File: config.mk
export PLATFORM = sky130hd
export DESIGN_NAME = rcp_ref_clock_pll_control
export DESIGN_NICKNAME = d
export VERILOG_FILES = /design/src/rcp_pkg.sv /design/src/rcp_sync2.sv /design/src/rcp_ref_clock_pll_control.sv
export SDC_FILE = /design/constraint.sdc
export NUM_CORES = 1
export LEC_CHECK = 0
export ABC_AREA = 1
export BUFFER_PORTS_ARGS = -buffer_cell sky130_fd_sc_hd__buf_2
export CORE_UTILIZATION = 54
export DETAILED_ROUTE_END_ITERATION = 10
export GPL_TIMING_DRIVEN = 0
export MAX_ROUTING_LAYER = met4
export PLACE_DENSITY = 0.84
export SYNTH_ARGS = -nofsm -noshare
export SYNTH_HDL_FRONTEND = slang
export SYNTH_SLANG_ARGS = --single-unit
File: constraint.sdc
create_clock -name CLK -period 3.9 [get_ports CLK]
set_input_delay 0.78 -clock CLK [delete_from_list [all_inputs] [get_ports CLK]]
set_output_delay 0.78 -clock CLK [all_outputs]
set_load 0.1 [all_outputs]
File: src/rcp_pkg.sv
/*
  Constants, field layout and types of the reference clock and PLL control block.
  Assumes a single 250 MHz register clock and a 32-bit AXI4-Lite register bus.
*/
// How it works
// RULE_01 - Three-bit input mode picks differential, crystal or CMOS source, PLL on or off
// RULE_02 - Mode field resets to differential input with PLL bypassed
// RULE_03 - Top mode bit set with mode bit 1 clear selects the single-ended CMOS reference input; bit 1 set selects crystal
// RULE_04 - PLL stays powered down after reset until software sets it up
// RULE_05 - Software clears power-down and sets the reset-release bit to start the PLL
// RULE_06 - PLL digital logic held in reset while the reset-release bit is zero
// RULE_07 - Power-down bit set powers the PLL down, cleared powers it up
// RULE_08 - Low-range bit adjusts the loop filter, only while the PLL is enabled
// RULE_09 - Input divide bit halves the reference ahead of the phase detector
// RULE_10 - Oscillator-select bit chooses one of two PLL oscillators
// RULE_11 - Output divider enable bit inserts a divider at the PLL output
// RULE_12 - Feedback divider is a divide-by-N stage then a divide-by-one-or-two stage
// RULE_13 - Overall multiplication factor spans a quarter to sixty-four times the reference
// RULE_14 - Bit zero of the config register shows PLL lock and is read-only
// RULE_15 - PLL selected but unlocked: system clock runs from the reference
// RULE_16 - Lock rising switches the system clock to the PLL output
// RULE_17 - Lock falling returns the system clock to the reference
// RULE_18 - Software keeps divider settings so the system clock stays at or below 250 MHz
// RULE_19 - Lock status passes two flip-flops before any register read sees it
package rcp_pkg;

  // Register byte offsets
  localparam logic [7:0] RCP_OFS_CONFIG = 8'h00;
  localparam logic [7:0] RCP_OFS_IRQ_STATUS = 8'h04;
  localparam logic [7:0] RCP_OFS_IRQ_MASK = 8'h08;
  localparam logic [7:0] RCP_OFS_STATUS = 8'h0c;

  // Config register field positions
  localparam int RCP_LOCK_BIT = 0;
  localparam int RCP_RESET_N_BIT = 1;
  localparam int RCP_OSC_SEL_BIT = 2;
  localparam int RCP_IN_DIV2_BIT = 3;
  localparam int RCP_LOW_RANGE_BIT = 4;
  localparam int RCP_PWRDN_BIT = 5;
  localparam int RCP_MODE_LSB = 5;
  localparam int RCP_MODE_MSB = 7;
  localparam int RCP_FBN_LSB = 9;
  localparam int RCP_FBN_MSB = 13;
  localparam int RCP_FB_DIV2_BIT = 14;
  localparam int RCP_OUT_DIV_BIT = 15;

  // Reset values: mode 001, so the PLL is powered down and held in reset
  localparam logic [15:0] RCP_CONFIG_RESET = 16'h0020;
  localparam logic [1:0] RCP_IRQ_RESET = 2'h0;

  // Interrupt status bit positions
  localparam int RCP_IRQ_LOCK_GAINED = 0;
  localparam int RCP_IRQ_LOCK_LOST = 1;

  // Multiplier in quarter steps: 0.25x .. 64x
  localparam int RCP_MULT_W = 9;
  localparam logic [5:0] RCP_FBN_ZERO_AS = 6'h20;
  localparam int RCP_SYSTEM_CLOCK_MAX_MHZ = 250;

  // AXI answers
  localparam logic [1:0] RCP_RESP_OKAY = 2'h0;
  localparam logic [1:0] RCP_RESP_SLVERR = 2'h2;

  typedef enum logic [1:0] {
    RCP_SRC_DIFF = 2'b00,
    RCP_SRC_CRYSTAL_INPUT = 2'b01,
    RCP_SRC_CMOS = 2'b10
  } rcp_src_t;

  typedef enum logic [1:0] {
    RCP_SEL_REF = 2'b00,
    RCP_SEL_WAIT = 2'b01,
    RCP_SEL_PLL = 2'b10
  } rcp_sel_t;

endpackage

File: src/rcp_sync2.sv
/*
  Two flip-flop level synchroniser for one bit.
  Assumes the input is a level from another clock domain or a pin.
*/
`timescale 1ns/1ns
module rcp_sync2
  import rcp_pkg::*;
(
  input wire logic clk,
  input wire logic reset,
  input wire logic async_in,
  output logic sync_out
);

  logic meta_reg;
  logic sync_reg;

  // The first stage is read by the second stage only
  always_ff @(posedge clk) begin
    if (reset) begin
      meta_reg <= 1'b0;
      sync_reg <= 1'b0;
    end else begin
      meta_reg <= async_in;
      sync_reg <= meta_reg;
    end
  end

  assign sync_out = sync_reg;

endmodule

File: src/rcp_ref_clock_pll_control.sv
/*
  Reference clock source and PLL control: config register, lock tracking,
  system clock source selection and lock interrupts behind an AXI4-Lite slave.
  Assumes PLL_LOCK arrives asynchronously from the analog PLL and that the
  clock multiplexer downstream acts on SYSTEM_CLOCK_FROM_PLL.
*/
`timescale 1ns/1ns
module rcp_ref_clock_pll_control
  import rcp_pkg::*;
#(
  parameter int ADDR_W = 8
)
(
  input wire logic CLK,
  input wire logic RESET,
  input wire logic [ADDR_W-1:0] AWADDR,
  input wire logic AWVALID,
  output logic AWREADY,
  input wire logic [31:0] WDATA,
  input wire logic [3:0] WSTRB,
  input wire logic WVALID,
  output logic WREADY,
  output logic [1:0] BRESP,
  output logic BVALID,
  input wire logic BREADY,
  input wire logic [ADDR_W-1:0] ARADDR,
  input wire logic ARVALID,
  output logic ARREADY,
  output logic [31:0] RDATA,
  output logic [1:0] RRESP,
  output logic RVALID,
  input wire logic RREADY,
  input wire logic PLL_LOCK,
  output logic [1:0] REF_SOURCE,
  output logic PLL_ENABLE,
  output logic PLL_PWRDN,
  output logic PLL_RESET_N,
  output logic PLL_LOW_RANGE,
  output logic PLL_IN_DIV2,
  output logic PLL_OSC_SEL,
  output logic PLL_OUT_DIV_EN,
  output logic [4:0] PLL_FB_DIV_N,
  output logic PLL_FB_DIV2,
  output logic [RCP_MULT_W-1:0] PLL_MULT_QTR,
  output logic SYSTEM_CLOCK_FROM_PLL,
  output logic IRQ
);

  // Mode decode: PLL on for 000, x10, 100
  function automatic logic mode_pll_on(input logic [2:0] mode);
    mode_pll_on = ~mode[0];
  endfunction

  // Mode decode: source select, bit 1 set means crystal regardless of bit 2
  function automatic rcp_src_t mode_source(input logic [2:0] mode);
    if (mode[1]) begin
      mode_source = RCP_SRC_CRYSTAL_INPUT;
    end else if (mode[2]) begin
      mode_source = RCP_SRC_CMOS;
    end else begin
      mode_source = RCP_SRC_DIFF;
    end
  endfunction

  logic lock_sync;
  logic lock_d_reg;
  logic [15:0] cfg_reg;
  logic [1:0] irq_sts_reg;
  logic [1:0] irq_sts_next;
  logic [1:0] irq_mask_reg;
  logic [1:0] irq_mask_next;
  logic aw_held_reg;
  logic w_held_reg;
  logic [ADDR_W-1:0] waddr_reg;
  logic [31:0] wdata_reg;
  logic [3:0] wstrb_reg;
  logic awready_reg;
  logic wready_reg;
  logic bvalid_reg;
  logic [1:0] bresp_reg;
  logic arready_reg;
  logic rvalid_reg;
  logic [31:0] rdata_reg;
  logic [1:0] rresp_reg;
  rcp_sel_t sel_reg;
  rcp_sel_t sel_next;
  logic [1:0] src_reg;
  logic pll_en_reg;
  logic pwrdn_reg;
  logic reset_n_reg;
  logic low_range_reg;
  logic in_div2_reg;
  logic osc_sel_reg;
  logic out_div_reg;
  logic [4:0] fbn_reg;
  logic fb_div2_reg;
  logic [RCP_MULT_W-1:0] mult_reg;
  logic from_pll_reg;
  logic irq_reg;

  // Lock crosses in from the analog PLL through two flip-flops
  rcp_sync2 u_lock_sync (
    .clk(CLK),
    .reset(RESET),
    .async_in(PLL_LOCK),
    .sync_out(lock_sync)
  ); // RULE_19

  // Bus handshakes and address decode
  wire aw_take = AWVALID & awready_reg;
  wire w_take = WVALID & wready_reg;
  wire wr_go = aw_held_reg & w_held_reg & ~bvalid_reg;
  wire b_done = bvalid_reg & BREADY;
  wire ar_take = ARVALID & arready_reg;
  wire r_done = rvalid_reg & RREADY;
  wire [7:0] wofs = 8'(waddr_reg);
  wire [7:0] rofs = 8'(ARADDR);
  wire wr_cfg = wr_go & (wofs == RCP_OFS_CONFIG);
  wire wr_sts = wr_go & (wofs == RCP_OFS_IRQ_STATUS);
  wire wr_mask = wr_go & (wofs == RCP_OFS_IRQ_MASK);
  wire wr_hit = wr_cfg | wr_sts | wr_mask | (wofs == RCP_OFS_STATUS);
  wire rd_hit = (rofs == RCP_OFS_CONFIG) | (rofs == RCP_OFS_IRQ_STATUS) |
                (rofs == RCP_OFS_IRQ_MASK) | (rofs == RCP_OFS_STATUS);
  wire aw_held_next = (aw_held_reg | aw_take) & ~wr_go;
  wire w_held_next = (w_held_reg | w_take) & ~wr_go;
  wire bvalid_next = wr_go | (bvalid_reg & ~BREADY);
  wire rvalid_next = ar_take | (rvalid_reg & ~RREADY);

  // Config byte lanes; bit 0 is never stored, it always reads the lock
  wire [7:0] cfg_lo_next = (wr_cfg & wstrb_reg[0]) ? {wdata_reg[7:1], 1'b0} : cfg_reg[7:0]; // RULE_14
  wire [7:0] cfg_hi_next = (wr_cfg & wstrb_reg[1]) ? wdata_reg[15:8] : cfg_reg[15:8];
  wire [15:0] cfg_next = {cfg_hi_next, cfg_lo_next};
  wire [2:0] mode_w = cfg_reg[RCP_MODE_MSB:RCP_MODE_LSB];

  // PLL runs only once powered up and its digital reset is released
  wire pll_on_w = mode_pll_on(mode_w); // RULE_01
  wire pll_run_w = pll_on_w & cfg_reg[RCP_RESET_N_BIT]; // RULE_05

  // Multiplier in quarters: N (0 reads as 32) x fb stage / input div / output div
  wire [4:0] fbn_w = cfg_reg[RCP_FBN_MSB:RCP_FBN_LSB];
  wire [5:0] fbn_eff = (fbn_w == 5'h00) ? RCP_FBN_ZERO_AS : {1'b0, fbn_w}; // RULE_12
  wire [8:0] mult_base = {1'b0, fbn_eff, 2'b00};
  wire [8:0] mult_fb = cfg_reg[RCP_FB_DIV2_BIT] ? {mult_base[7:0], 1'b0} : mult_base; // RULE_12
  wire [1:0] mult_shr = {1'b0, cfg_reg[RCP_IN_DIV2_BIT]} + {1'b0, cfg_reg[RCP_OUT_DIV_BIT]};
  wire [8:0] mult_w = mult_fb >> mult_shr; // RULE_13

  // Lock edges; a set in the clearing cycle wins over the clear
  wire lock_rise = lock_sync & ~lock_d_reg;
  wire lock_fall = ~lock_sync & lock_d_reg;
  wire [1:0] sts_clr = wr_sts & wstrb_reg[0] ? wdata_reg[1:0] : 2'h0;
  wire [1:0] sts_set = {lock_fall, lock_rise};
  assign irq_sts_next = (irq_sts_reg & ~sts_clr) | sts_set;
  assign irq_mask_next = (wr_mask & wstrb_reg[0]) ? wdata_reg[1:0] : irq_mask_reg;

  // Read data selection
  wire [31:0] rd_w = (rofs == RCP_OFS_CONFIG) ? {16'h0000, cfg_reg[15:1], lock_sync} : // RULE_14
                     (rofs == RCP_OFS_IRQ_STATUS) ? {30'h0, irq_sts_reg} :
                     (rofs == RCP_OFS_IRQ_MASK) ? {30'h0, irq_mask_reg} :
                     (rofs == RCP_OFS_STATUS) ? {21'h0, mult_reg, from_pll_reg, lock_sync} : 32'h0;

  // Clock source tracking; the reference carries the system clock until lock
  always_comb begin
    case (sel_reg)
      RCP_SEL_REF: begin
        sel_next = pll_run_w ? (lock_sync ? RCP_SEL_PLL : RCP_SEL_WAIT) : RCP_SEL_REF;
      end
      RCP_SEL_WAIT: begin
        sel_next = !pll_run_w ? RCP_SEL_REF : (lock_sync ? RCP_SEL_PLL : RCP_SEL_WAIT); // RULE_15
      end
      RCP_SEL_PLL: begin
        sel_next = !pll_run_w ? RCP_SEL_REF : (lock_sync ? RCP_SEL_PLL : RCP_SEL_WAIT); // RULE_17
      end
      default: begin
        sel_next = RCP_SEL_REF;
      end
    endcase
  end

  // Write channel state
  always_ff @(posedge CLK) begin
    if (RESET) begin
      aw_held_reg <= 1'b0;
      w_held_reg <= 1'b0;
      awready_reg <= 1'b0;
      wready_reg <= 1'b0;
      bvalid_reg <= 1'b0;
      bresp_reg <= RCP_RESP_OKAY;
    end else begin
      aw_held_reg <= aw_held_next;
      w_held_reg <= w_held_next;
      awready_reg <= ~aw_held_next & ~bvalid_next;
      wready_reg <= ~w_held_next & ~bvalid_next;
      bvalid_reg <= bvalid_next;
      if (wr_go) begin
        bresp_reg <= wr_hit ? RCP_RESP_OKAY : RCP_RESP_SLVERR;
      end
    end
  end

  // Write payload capture
  always_ff @(posedge CLK) begin
    if (RESET) begin
      waddr_reg <= '0;
      wdata_reg <= 32'h0;
      wstrb_reg <= 4'h0;
    end else begin
      if (aw_take) begin
        waddr_reg <= AWADDR;
      end
      if (w_take) begin
        wdata_reg <= WDATA;
        wstrb_reg <= WSTRB;
      end
    end
  end

  // Read channel; the answer is registered on the same edge that takes the address
  always_ff @(posedge CLK) begin
    if (RESET) begin
      arready_reg <= 1'b0;
      rvalid_reg <= 1'b0;
      rdata_reg <= 32'h0;
      rresp_reg <= RCP_RESP_OKAY;
    end else begin
      arready_reg <= ~rvalid_next;
      rvalid_reg <= rvalid_next;
      if (ar_take) begin
        rdata_reg <= rd_w;
        rresp_reg <= rd_hit ? RCP_RESP_OKAY : RCP_RESP_SLVERR;
      end
    end
  end

  // Registers that software sees; config comes up bypassed and powered down
  always_ff @(posedge CLK) begin
    if (RESET) begin
      cfg_reg <= RCP_CONFIG_RESET; // RULE_02
      irq_sts_reg <= RCP_IRQ_RESET;
      irq_mask_reg <= RCP_IRQ_RESET;
      lock_d_reg <= 1'b0;
      sel_reg <= RCP_SEL_REF;
    end else begin
      cfg_reg <= cfg_next;
      irq_sts_reg <= irq_sts_next;
      irq_mask_reg <= irq_mask_next;
      lock_d_reg <= lock_sync;
      sel_reg <= sel_next;
    end
  end

  // Control outputs to the analog clock path, one edge behind the register
  always_ff @(posedge CLK) begin
    if (RESET) begin
      src_reg <= RCP_SRC_DIFF;
      pll_en_reg <= 1'b0;
      pwrdn_reg <= 1'b1; // RULE_04
      reset_n_reg <= 1'b0;
      low_range_reg <= 1'b0;
      in_div2_reg <= 1'b0;
      osc_sel_reg <= 1'b0;
      out_div_reg <= 1'b0;
      fbn_reg <= 5'h00;
      fb_div2_reg <= 1'b0;
      mult_reg <= '0;
      from_pll_reg <= 1'b0;
      irq_reg <= 1'b0;
    end else begin
      src_reg <= mode_source(mode_w); // RULE_03
      pll_en_reg <= pll_on_w; // RULE_07
      pwrdn_reg <= cfg_reg[RCP_PWRDN_BIT]; // RULE_07
      reset_n_reg <= cfg_reg[RCP_RESET_N_BIT]; // RULE_06
      low_range_reg <= cfg_reg[RCP_LOW_RANGE_BIT] & pll_on_w; // RULE_08
      in_div2_reg <= cfg_reg[RCP_IN_DIV2_BIT]; // RULE_09
      osc_sel_reg <= cfg_reg[RCP_OSC_SEL_BIT]; // RULE_10
      out_div_reg <= cfg_reg[RCP_OUT_DIV_BIT]; // RULE_11
      fbn_reg <= fbn_w; // RULE_12
      fb_div2_reg <= cfg_reg[RCP_FB_DIV2_BIT]; // RULE_12
      mult_reg <= mult_w; // RULE_13
      from_pll_reg <= (sel_next == RCP_SEL_PLL); // RULE_16
      irq_reg <= |(irq_sts_next & irq_mask_next);
    end
  end

  assign AWREADY = awready_reg;
  assign WREADY = wready_reg;
  assign BVALID = bvalid_reg;
  assign BRESP = bresp_reg;
  assign ARREADY = arready_reg;
  assign RVALID = rvalid_reg;
  assign RDATA = rdata_reg;
  assign RRESP = rresp_reg;
  assign REF_SOURCE = src_reg;
  assign PLL_ENABLE = pll_en_reg;
  assign PLL_PWRDN = pwrdn_reg;
  assign PLL_RESET_N = reset_n_reg;
  assign PLL_LOW_RANGE = low_range_reg;
  assign PLL_IN_DIV2 = in_div2_reg;
  assign PLL_OSC_SEL = osc_sel_reg;
  assign PLL_OUT_DIV_EN = out_div_reg;
  assign PLL_FB_DIV_N = fbn_reg;
  assign PLL_FB_DIV2 = fb_div2_reg;
  assign PLL_MULT_QTR = mult_reg;
  assign SYSTEM_CLOCK_FROM_PLL = from_pll_reg;
  assign IRQ = irq_reg;
endmodule

==> results of run 1 <==
## power groups by stage
stage          sequential, uW  combinational (uW)  clock [uW]
2_1_floorplan            1220                 189           0
3_3_place_gp             1120                 354           0
5_1_grt                  1100                 386         829
4_1_cts                  1090                 359         775
3_5_place_dp             1120                 358           0
6_report                 1090                 360         773
## kinds of logic after synthesis
kind of cell	count (synthesis)	share of synthesized area
other	1	0.000943
adders and majority gates	1	0.00315
DFF	101	0.509
AOI/OAI and AO/OA	103	0.139
muxes	2	0.00504
buffers and inverters	92	0.111
and+or+nand+nor	209	0.231
## layout make-up
type	count	share of cell area
Clock buffer	10	0.0284
Buffer	40	0.0511
Inverter	52	0.0403
Tap cell	96	0.0248
Clock inverter	4	0.0201
Timing Repair Buffer	90	0.0930
Sequential cell	101	0.417
Multi-Input combinational cell	333	0.325
## through the flow
stage	power, uW	util	hold slack (ns)	area [sq um]
2_1_floorplan	1410	-	0.388	4040
3_3_place_gp	1470	0.664	0.397	4610
3_5_place_dp	1480	0.664	0.404	4610
4_1_cts	2230	0.698	0.423	4840
5_1_grt	2310	0.698	0.443	4840
6_report	2230	0.698	0.422	4840
## cell usage in the layout, fill, tap and decap left out
| master | Yosys | layout |
|---|---|---|
| sky130_fd_sc_hd__nor3_4 | 1 | 1 |
| sky130_fd_sc_hd__buf_2 | 3 | 93 |
| sky130_fd_sc_hd__nor2_1 | 89 | 89 |
| sky130_fd_sc_hd__nand3_4 | 1 | 1 |
| sky130_fd_sc_hd__nor4_1 | 2 | 2 |
| sky130_fd_sc_hd__or2_2 | 2 | 2 |
| sky130_fd_sc_hd__nand3_2 | 3 | 3 |
| sky130_fd_sc_hd__buf_4 | 21 | 21 |
| sky130_fd_sc_hd__ha_1 | 1 | 1 |
| sky130_fd_sc_hd__nor2_4 | 2 | 2 |
| sky130_fd_sc_hd__nor3_1 | 4 | 4 |
| sky130_fd_sc_hd__o211ai_1 | 11 | 11 |
| sky130_fd_sc_hd__nand3_1 | 34 | 34 |
| sky130_fd_sc_hd__a31oi_1 | 1 | 1 |
| sky130_fd_sc_hd__a21oi_1 | 31 | 31 |
| sky130_fd_sc_hd__bufinv_16 | 0 | 3 |
| sky130_fd_sc_hd__inv_2 | 1 | 1 |
| sky130_fd_sc_hd__clkbuf_1 | 14 | 14 |
| sky130_fd_sc_hd__o21ai_2 | 1 | 1 |
| sky130_fd_sc_hd__o21ai_0 | 52 | 52 |
| sky130_fd_sc_hd__clkbuf_8 | 0 | 10 |
| sky130_fd_sc_hd__inv_1 | 51 | 51 |
| sky130_fd_sc_hd__o22ai_1 | 2 | 2 |
| sky130_fd_sc_hd__nand4_1 | 4 | 4 |
| sky130_fd_sc_hd__nand2_1 | 64 | 64 |
| sky130_fd_sc_hd__mux2i_1 | 2 | 2 |
| sky130_fd_sc_hd__a21oi_2 | 1 | 1 |
| sky130_fd_sc_hd__conb_1 | 1 | 18 |
| sky130_fd_sc_hd__clkinvlp_4 | 0 | 1 |
| sky130_fd_sc_hd__dfxtp_1 | 101 | 101 |
| sky130_fd_sc_hd__nor2_2 | 3 | 3 |
| sky130_fd_sc_hd__o21ai_1 | 4 | 4 |
| sky130_fd_sc_hd__buf_6 | 2 | 2 |
## per-layer routing
layer	up-vias	global-route usage	wire, um
met5	-	-	0
met4	0	0.110	199
met3	14	0.0566	582
met2	140	0.422	4260
met1	1627	0.310	4050
li1	1853	-	-
## how the worst max path moves through the flow
| stage | cells after the start | slack [ns] | endpoint |
|---|---|---|---|
| floorplan | 5 | 2.02 | RDATA[11] |
| global placement | 4 | 1.77 | BVALID |
| detailed placement | 4 | 1.74 | BVALID |
| CTS | 1 | 1.96 | PLL_MULT_QTR[0] |
| global route | 1 | 1.90 | RDATA[13] |
| finish | 1 | 1.95 | RDATA[13] |
==> impl_metrics.xml, run 1 <==
<?xml version="1.0" encoding="UTF-8"?>
<metrics>
  <group name="outcome">
    <metric name="outcome" unit="">complete, no violations</metric>
  </group>
  <group name="setup_path">
    <metric name="crit_chain" unit="">buf_2</metric>
    <metric name="worstSetupStartpoint" unit="">RDATA[13]</metric>
    <metric name="timing.critical_path.buf_inv" unit="">1</metric>
    <metric name="regToRegSetupSlack" unit="ns">2.46</metric>
    <metric name="critPathSlowestCell" unit="">sky130_fd_sc_hd__buf_2</metric>
    <metric name="critical_path.startpoint_type" unit="">flop</metric>
    <metric name="critical_path.endpoint_type" unit="">output pin</metric>
    <metric name="critPathKind" unit="">reg -&gt; out</metric>
    <metric name="reg2regPathDepth" unit="">4</metric>
    <metric name="r2r_end" unit="">PLL_MULT_QTR[3]</metric>
    <metric name="worstPathRequired" unit="ns">3.12</metric>
    <metric name="reg2reg_from" unit="">cfg_reg[3]</metric>
    <metric name="critical_path.max_stage_delay" unit="ns">0.44</metric>
    <metric name="worstPathMaxFanout" unit="">2</metric>
    <metric name="cell_family_with_the_largest_share_of_critical_path_delay" unit="">buffers and inverters</metric>
    <metric name="worstPathArrival" unit="ns">1.17</metric>
  </group>
  <group name="synthesis">
    <metric name="post_synth_instance_area" unit="sq um">3980</metric>
    <metric name="syn_inst" unit="">509</metric>
    <metric name="ys_seq_elements" unit="">101</metric>
    <metric name="synthTopCellsByCount" unit="">101 x sky130_fd_sc_hd__dfxtp_1, 89 x sky130_fd_sc_hd__nor2_1, 64 x sky130_fd_sc_hd__nand2_1</metric>
    <metric name="synthDominantCellAreaShare" unit="">0.509</metric>
    <metric name="synth_sequential_area_ratio" unit="">0.509</metric>
    <metric name="post-synth-top-count-cell" unit="">sky130_fd_sc_hd__dfxtp_1</metric>
    <metric name="yosys_warnings" unit="">0</metric>
    <metric name="synth_cell_types" unit="">30</metric>
    <metric name="synth_flop_cell" unit="">sky130_fd_sc_hd__dfxtp_1</metric>
    <metric name="yosys-top-cells-area" unit="">sky130_fd_sc_hd__dfxtp_1 51%, sky130_fd_sc_hd__nor2_1 8.4%, sky130_fd_sc_hd__o21ai_0 6.5%</metric>
    <metric name="syn_avg_cell_area" unit="sq um">7.81</metric>
    <metric name="postSynth.asyncResetShare" unit="">0</metric>
    <metric name="synthDominantAreaCellType" unit="">sky130_fd_sc_hd__dfxtp_1</metric>
    <metric name="synth_edf_count" unit="">0</metric>
  </group>
  <group name="clocking">
    <metric name="numClockSinks" unit="">101</metric>
    <metric name="htree_levels" unit="">3</metric>
    <metric name="worstSkewPairLatency" unit="ns">0.36</metric>
    <metric name="cts_max_path_buffers" unit="">2</metric>
    <metric name="ctsRootBufferMaster" unit="">sky130_fd_sc_hd__clkbuf_8</metric>
    <metric name="hold_buffers_post_cts" unit="">0</metric>
    <metric name="tritoncts" unit="">built</metric>
    <metric name="cts_buffers" unit="">9</metric>
    <metric name="cts_repair_resize_count" unit="">0</metric>
    <metric name="cts.clk_slew.worst_paths" unit="ns">0.09</metric>
    <metric name="post-cts-setup-buffers" unit="">0</metric>
  </group>
  <group name="layout">
    <metric name="fin_cells" unit="">726</metric>
    <metric name="numnets_final" unit="">688</metric>
    <metric name="fillCellCount" unit="">594</metric>
    <metric name="multi_input_area" unit="sq um">1570</metric>
    <metric name="drive_above_1_share" unit="">0.230</metric>
    <metric name="antenna_cells" unit="">0</metric>
    <metric name="seq_area" unit="sq um">2020</metric>
    <metric name="area_delta_synth_final" unit="%">21.9</metric>
  </group>
  <group name="sta">
    <metric name="grt_setup_unrepaired" unit="">false</metric>
    <metric name="worst_slack" unit="ns">1.95</metric>
    <metric name="clock_skew" unit="ns">0.0115</metric>
    <metric name="max_freq" unit="MHz">512</metric>
    <metric name="final-setup-viol-count" unit="">0</metric>
    <metric name="slew_headroom" unit="">0.557</metric>
    <metric name="post_route_clock_period_utilization" unit="">0.501</metric>
    <metric name="slew_violations" unit="">0</metric>
    <metric name="finalWorstPathRequiredPeriod" unit="ns">1.95</metric>
    <metric name="final.setup.tns" unit="ns">0</metric>
    <metric name="worst_slew_pin_slew" unit="ns">0.665</metric>
    <metric name="report.final.hold_viol_count" unit="">0</metric>
  </group>
  <group name="power">
    <metric name="power_frac_clock" unit="">0.347</metric>
    <metric name="switching_share" unit="">0.289</metric>
    <metric name="share_comb_of_total_power" unit="">0.162</metric>
    <metric name="max-vdd-ir-drop" unit="uV">240</metric>
    <metric name="p_int" unit="uW">1580</metric>
    <metric name="power.leakage" unit="uW">0.00230</metric>
    <metric name="power_density" unit="nW/um^2">459</metric>
    <metric name="switchingPower" unit="uW">643</metric>
    <metric name="seqPwrFrac" unit="">0.491</metric>
  </group>
  <group name="detailed_routing">
    <metric name="remaining_drc_errors" unit="">0</metric>
    <metric name="drc_violation_total_after_the_first_tritonroute_iteration" unit="">161</metric>
    <metric name="detail-route-antenna-nets" unit="">0</metric>
    <metric name="total_vias_in_the_final_route" unit="">3634</metric>
    <metric name="avgViaCountPerCell" unit="">5.01</metric>
    <metric name="drtPass1Iterations" unit="">5</metric>
    <metric name="routed_wire_per_std_cell" unit="um">12.5</metric>
    <metric name="drt-total-wl" unit="um">9090</metric>
  </group>
  <group name="global_routing">
    <metric name="gr-total-overflow" unit="">0</metric>
    <metric name="grtUsageTotal" unit="">0.260</metric>
    <metric name="grt_max_degree" unit="">16</metric>
    <metric name="via_count_of_the_first_global_routing_pass" unit="">3390</metric>
    <metric name="global_route_wire_length_before_repair" unit="um">14800</metric>
    <metric name="antenna_violations_before_repair" unit="">0</metric>
  </group>
  <group name="worst_hold_path">
    <metric name="hp-start" unit="">u_lock_sync.meta_reg</metric>
    <metric name="hold_path_depth" unit="">2</metric>
    <metric name="worst_hold_path_type" unit="">reg -&gt; reg</metric>
    <metric name="min_to" unit="">u_lock_sync.sync_out</metric>
  </group>
  <group name="die">
    <metric name="die_span_y" unit="um">87.8</metric>
    <metric name="initial_core_util" unit="">0.572</metric>
    <metric name="core_area" unit="sq um">6940</metric>
    <metric name="floorplan.io_pins" unit="">127</metric>
    <metric name="dieArea" unit="sq um">7710</metric>
    <metric name="num_rows" unit="">30</metric>
    <metric name="die_width" unit="um">87.8</metric>
  </group>
  <group name="flow_run">
    <metric name="timing.max_cap.violations" unit="">0</metric>
  </group>
  <group name="placement">
    <metric name="post-place-cells" unit="">712</metric>
    <metric name="hpwlAfterDp" unit="um">6940</metric>
    <metric name="globalplace.congestion" unit="">0.843</metric>
    <metric name="numPortBuffers" unit="">90</metric>
    <metric name="detailedPlace.worstSlack" unit="ns">1.74</metric>
  </group>
</metrics>
Power figures use the tool's default switching activity.
==> run 2: changes to the inputs <==
--- a/config.mk
+++ b/config.mk
@@ -5,13 +5,13 @@
 export SDC_FILE = /design/constraint.sdc
 export NUM_CORES = 1
 export LEC_CHECK = 0
-export ABC_AREA = 1
+export ABC_AREA = 0
 export BUFFER_PORTS_ARGS = -buffer_cell sky130_fd_sc_hd__buf_2
-export CORE_UTILIZATION = 54
+export CORE_UTILIZATION = 45
 export DETAILED_ROUTE_END_ITERATION = 10
 export GPL_TIMING_DRIVEN = 0
 export MAX_ROUTING_LAYER = met4
-export PLACE_DENSITY = 0.84
+export PLACE_DENSITY = 0.75
 export SYNTH_ARGS = -nofsm -noshare
 export SYNTH_HDL_FRONTEND = slang
 export SYNTH_SLANG_ARGS = --single-unit
==> constraint.sdc (replaced) <==
create_clock -name CLK -period 1.7 [get_ports CLK]
set_input_delay 0.34 -clock CLK [delete_from_list [all_inputs] [get_ports CLK]]
set_output_delay 0.34 -clock CLK [all_outputs]
set_load 0.1 [all_outputs]
==> impl_metrics.xml, run 2 <==
<?xml version="1.0" encoding="UTF-8"?>
<metrics>
  <group name="layout">
    <metric name="fin_area" unit="sq um">4910</metric>
    <metric name="finish.utilization" unit="">0.589</metric>
    <metric name="antenna_cells" unit="">0</metric>
    <metric name="numnets_final" unit="">616</metric>
    <metric name="mostFrequentLayoutCell" unit="">sky130_fd_sc_hd__dfxtp_1</metric>
    <metric name="area_delta_synth_final" unit="%">24.6</metric>
    <metric name="drive_above_1_share" unit="">0.288</metric>
    <metric name="final_cell_mix" unit="">96 x sky130_fd_sc_hd__dfxtp_1, 91 x sky130_fd_sc_hd__buf_2, 74 x sky130_fd_sc_hd__nand2_1, 42 x sky130_fd_sc_hd__a21oi_1, 41 x sky130_fd_sc_hd__nor2_1</metric>
  </group>
  <group name="clocking">
    <metric name="htree_levels" unit="">3</metric>
    <metric name="worstSkewPairLatency" unit="ns">0.36</metric>
    <metric name="numClockSinks" unit="">101</metric>
    <metric name="cts.clk_slew.worst_paths" unit="ns">0.09</metric>
    <metric name="tritoncts" unit="">built</metric>
    <metric name="ctsRootBufferMaster" unit="">sky130_fd_sc_hd__clkbuf_8</metric>
    <metric name="cts_max_path_buffers" unit="">2</metric>
    <metric name="cts_buffers" unit="">9</metric>
  </group>
  <group name="synthesis">
    <metric name="synthTopCellsByCount" unit="">101 x sky130_fd_sc_hd__dfxtp_1, 74 x sky130_fd_sc_hd__nand2_1, 42 x sky130_fd_sc_hd__a21oi_1</metric>
    <metric name="yosys-top-cells-area" unit="">sky130_fd_sc_hd__dfxtp_1 51%, sky130_fd_sc_hd__nand2_1 7.0%, sky130_fd_sc_hd__a21oi_1 5.3%</metric>
    <metric name="synthDominantCellAreaShare" unit="">0.513</metric>
    <metric name="yosys_warnings" unit="">0</metric>
    <metric name="synth_sequential_area_ratio" unit="">0.513</metric>
    <metric name="synthDominantAreaCellType" unit="">sky130_fd_sc_hd__dfxtp_1</metric>
    <metric name="post_synth_instance_area" unit="sq um">3940</metric>
    <metric name="postSynth.asyncResetShare" unit="">0</metric>
    <metric name="syn_inst" unit="">433</metric>
    <metric name="ys_seq_elements" unit="">101</metric>
    <metric name="synth_edf_count" unit="">0</metric>
    <metric name="synth_cell_types" unit="">47</metric>
    <metric name="post-synth-top-count-cell" unit="">sky130_fd_sc_hd__dfxtp_1</metric>
    <metric name="syn_avg_cell_area" unit="sq um">9.11</metric>
    <metric name="synth_flop_cell" unit="">sky130_fd_sc_hd__dfxtp_1</metric>
  </group>
  <group name="sta">
    <metric name="finalWorstPathRequiredPeriod" unit="ns">1.64</metric>
    <metric name="final-setup-viol-count" unit="">0</metric>
    <metric name="report.final.hold_viol_count" unit="">0</metric>
    <metric name="grt_setup_unrepaired" unit="">false</metric>
    <metric name="post_route_clock_period_utilization" unit="">0.962</metric>
    <metric name="slew_headroom" unit="">0.586</metric>
    <metric name="worst_slew_pin_slew" unit="ns">0.621</metric>
    <metric name="clock_skew" unit="ns">0.00673</metric>
    <metric name="slew_violations" unit="">0</metric>
    <metric name="max_freq" unit="MHz">611</metric>
    <metric name="final.setup.tns" unit="ns">0</metric>
  </group>
  <group name="global_routing">
    <metric name="grtUsageTotal" unit="">0.217</metric>
    <metric name="grt_max_degree" unit="">16</metric>
    <metric name="global_route_wire_length_before_repair" unit="um">14500</metric>
    <metric name="via_count_of_the_first_global_routing_pass" unit="">3082</metric>
    <metric name="antenna_violations_before_repair" unit="">0</metric>
    <metric name="gr-total-overflow" unit="">0</metric>
  </group>
  <group name="power">
    <metric name="p_int" unit="uW">3360</metric>
    <metric name="fin_total_pwr" unit="uW">4630</metric>
    <metric name="switching_share" unit="">0.274</metric>
    <metric name="power_frac_clock" unit="">0.343</metric>
    <metric name="switchingPower" unit="uW">1270</metric>
    <metric name="share_comb_of_total_power" unit="">0.127</metric>
    <metric name="power.leakage" unit="uW">0.00218</metric>
    <metric name="max-vdd-ir-drop" unit="uV">432</metric>
    <metric name="power_density" unit="nW/um^2">942</metric>
    <metric name="seqPwrFrac" unit="">0.530</metric>
  </group>
  <group name="die">
    <metric name="core_area" unit="sq um">8340</metric>
    <metric name="die_span_y" unit="um">95.6</metric>
    <metric name="die_width" unit="um">95.6</metric>
    <metric name="num_rows" unit="">33</metric>
    <metric name="floorplan.io_pins" unit="">127</metric>
    <metric name="initial_core_util" unit="">0.473</metric>
    <metric name="dieArea" unit="sq um">9140</metric>
  </group>
  <group name="setup_path">
    <metric name="critPathKind" unit="">reg -&gt; reg</metric>
    <metric name="critPathSlowestCell" unit="">sky130_fd_sc_hd__dfxtp_4</metric>
    <metric name="critical_path.endpoint_type" unit="">flop</metric>
    <metric name="critical_path.startpoint_type" unit="">flop</metric>
    <metric name="worstPathArrival" unit="ns">1.91</metric>
    <metric name="worstPathMaxFanout" unit="">7</metric>
    <metric name="worstPathRequired" unit="ns">1.97</metric>
    <metric name="crit_chain" unit="">ha_4, buf_6, xnor2_4, a211oi_2, nor2_1, a211oi_1</metric>
    <metric name="critical_path.max_stage_delay" unit="ns">0.37</metric>
  </group>
  <group name="placement">
    <metric name="place_area" unit="sq um">4580</metric>
    <metric name="hpwlAfterDp" unit="um">6750</metric>
    <metric name="numPortBuffers" unit="">88</metric>
    <metric name="globalplace.congestion" unit="">0.880</metric>
  </group>
  <group name="detailed_routing">
    <metric name="avgViaCountPerCell" unit="">4.99</metric>
    <metric name="remaining_drc_errors" unit="">0</metric>
    <metric name="drc_violation_total_after_the_first_tritonroute_iteration" unit="">198</metric>
    <metric name="drt-total-wl" unit="um">9230</metric>
    <metric name="routed_wire_per_std_cell" unit="um">13.9</metric>
    <metric name="detail-route-antenna-nets" unit="">0</metric>
    <metric name="drtPass1Iterations" unit="">4</metric>
    <metric name="total_vias_in_the_final_route" unit="">3321</metric>
  </group>
  <group name="flow_run">
    <metric name="timing.max_cap.violations" unit="">0</metric>
  </group>
  <group name="worst_hold_path">
    <metric name="worst_hold_path_type" unit="">in -&gt; reg</metric>
  </group>
  <group name="outcome">
    <metric name="outcome" unit="">complete, no violations</metric>
  </group>
</metrics>
==> run 2: per-stage QoR <==
stage               setup WS [ns]  hold WS, ns  std cells
floorplan                 -0.0576        0.410        450
global placement          -0.0719        0.431        643
detailed placement         -0.124        0.424        643
CTS                       -0.0173        0.181        659
global route               0.0117        0.183        665
finish                     0.0639        0.186        665
==> run 2: final timing paths <==
kind / start / to / slack [ns] / cells after the start
setup / recovery: cfg_reg[3] / PLL_MULT_QTR[3] / 0.06 / 6
hold / removal: PLL_LOCK / u_lock_sync.meta_reg / 0.19 / 2
setup reg to reg: cfg_reg[3] / PLL_MULT_QTR[3] / 0.06 / 6
hold reg to reg: u_lock_sync.meta_reg / u_lock_sync.sync_out / 0.45 / 1
==> run 2: area by class of cell <==
cell class	instances	area (sq um)
clock buffer	13	169
fill	747	3430
buffer	44	248
inverter	9	33.8
clock inverter	3	42.5
tap	105	131
multi-input combinational	296	1770
sequential	101	2030
timing repair buffer	94	485
==> run 2: cells by family after synthesis <==
kind of cell               Yosys count  synth area share
buffers and inverters               53            0.0698
other                                1          0.000951
muxes                               18            0.0489
and+or+nand+nor                    180             0.231
adders and majority gates            1           0.00317
xor gates and xnor gates             1           0.00413
AOI/OAI and AO/OA                   78             0.129
DFF                                101             0.513
==> run 2: timing repair <==
action,CTS,global route
resized for setup,4,13
endpoints found under the setup margin,7,8
hold buffers,0,0
pin swaps,2,6
cloned,0,0
setup buffers,0,6
endpoints found under the hold margin,0,0
==> run 2: metal layers <==
metal	track usage	part of all wire	routed length, um
met1	0.267	0.45	4150
met2	0.346	0.48	4400
met5	-	0	0
met3	0.0423	0.053	489
met4	0.0933	0.020	187
==> run 2: power by group through the flow <==
stage               registers, uW  logic (uW)  clock network (uW)
finish                       2450         590                1590
CTS                          2450         584                1610
floorplan                    2590         382                   0
global route                 2460         632                1720
global placement             2510         573                   0
detailed placement           2510         582                   0
==> run 2: critical path: cells and delay by family, from the launching register on <==
| family | cells | cell delay (ns) |
|---|---|---|
| xor gates and xnor gates | 1 | 0.18 |
| adders and majority gates | 1 | 0.23 |
| buffers and inverters | 1 | 0.13 |
| DFF | 1 | 0.37 |
| and+or+nand+nor | 1 | 0.10 |
| AOI/OAI and AO/OA | 2 | 0.54 |
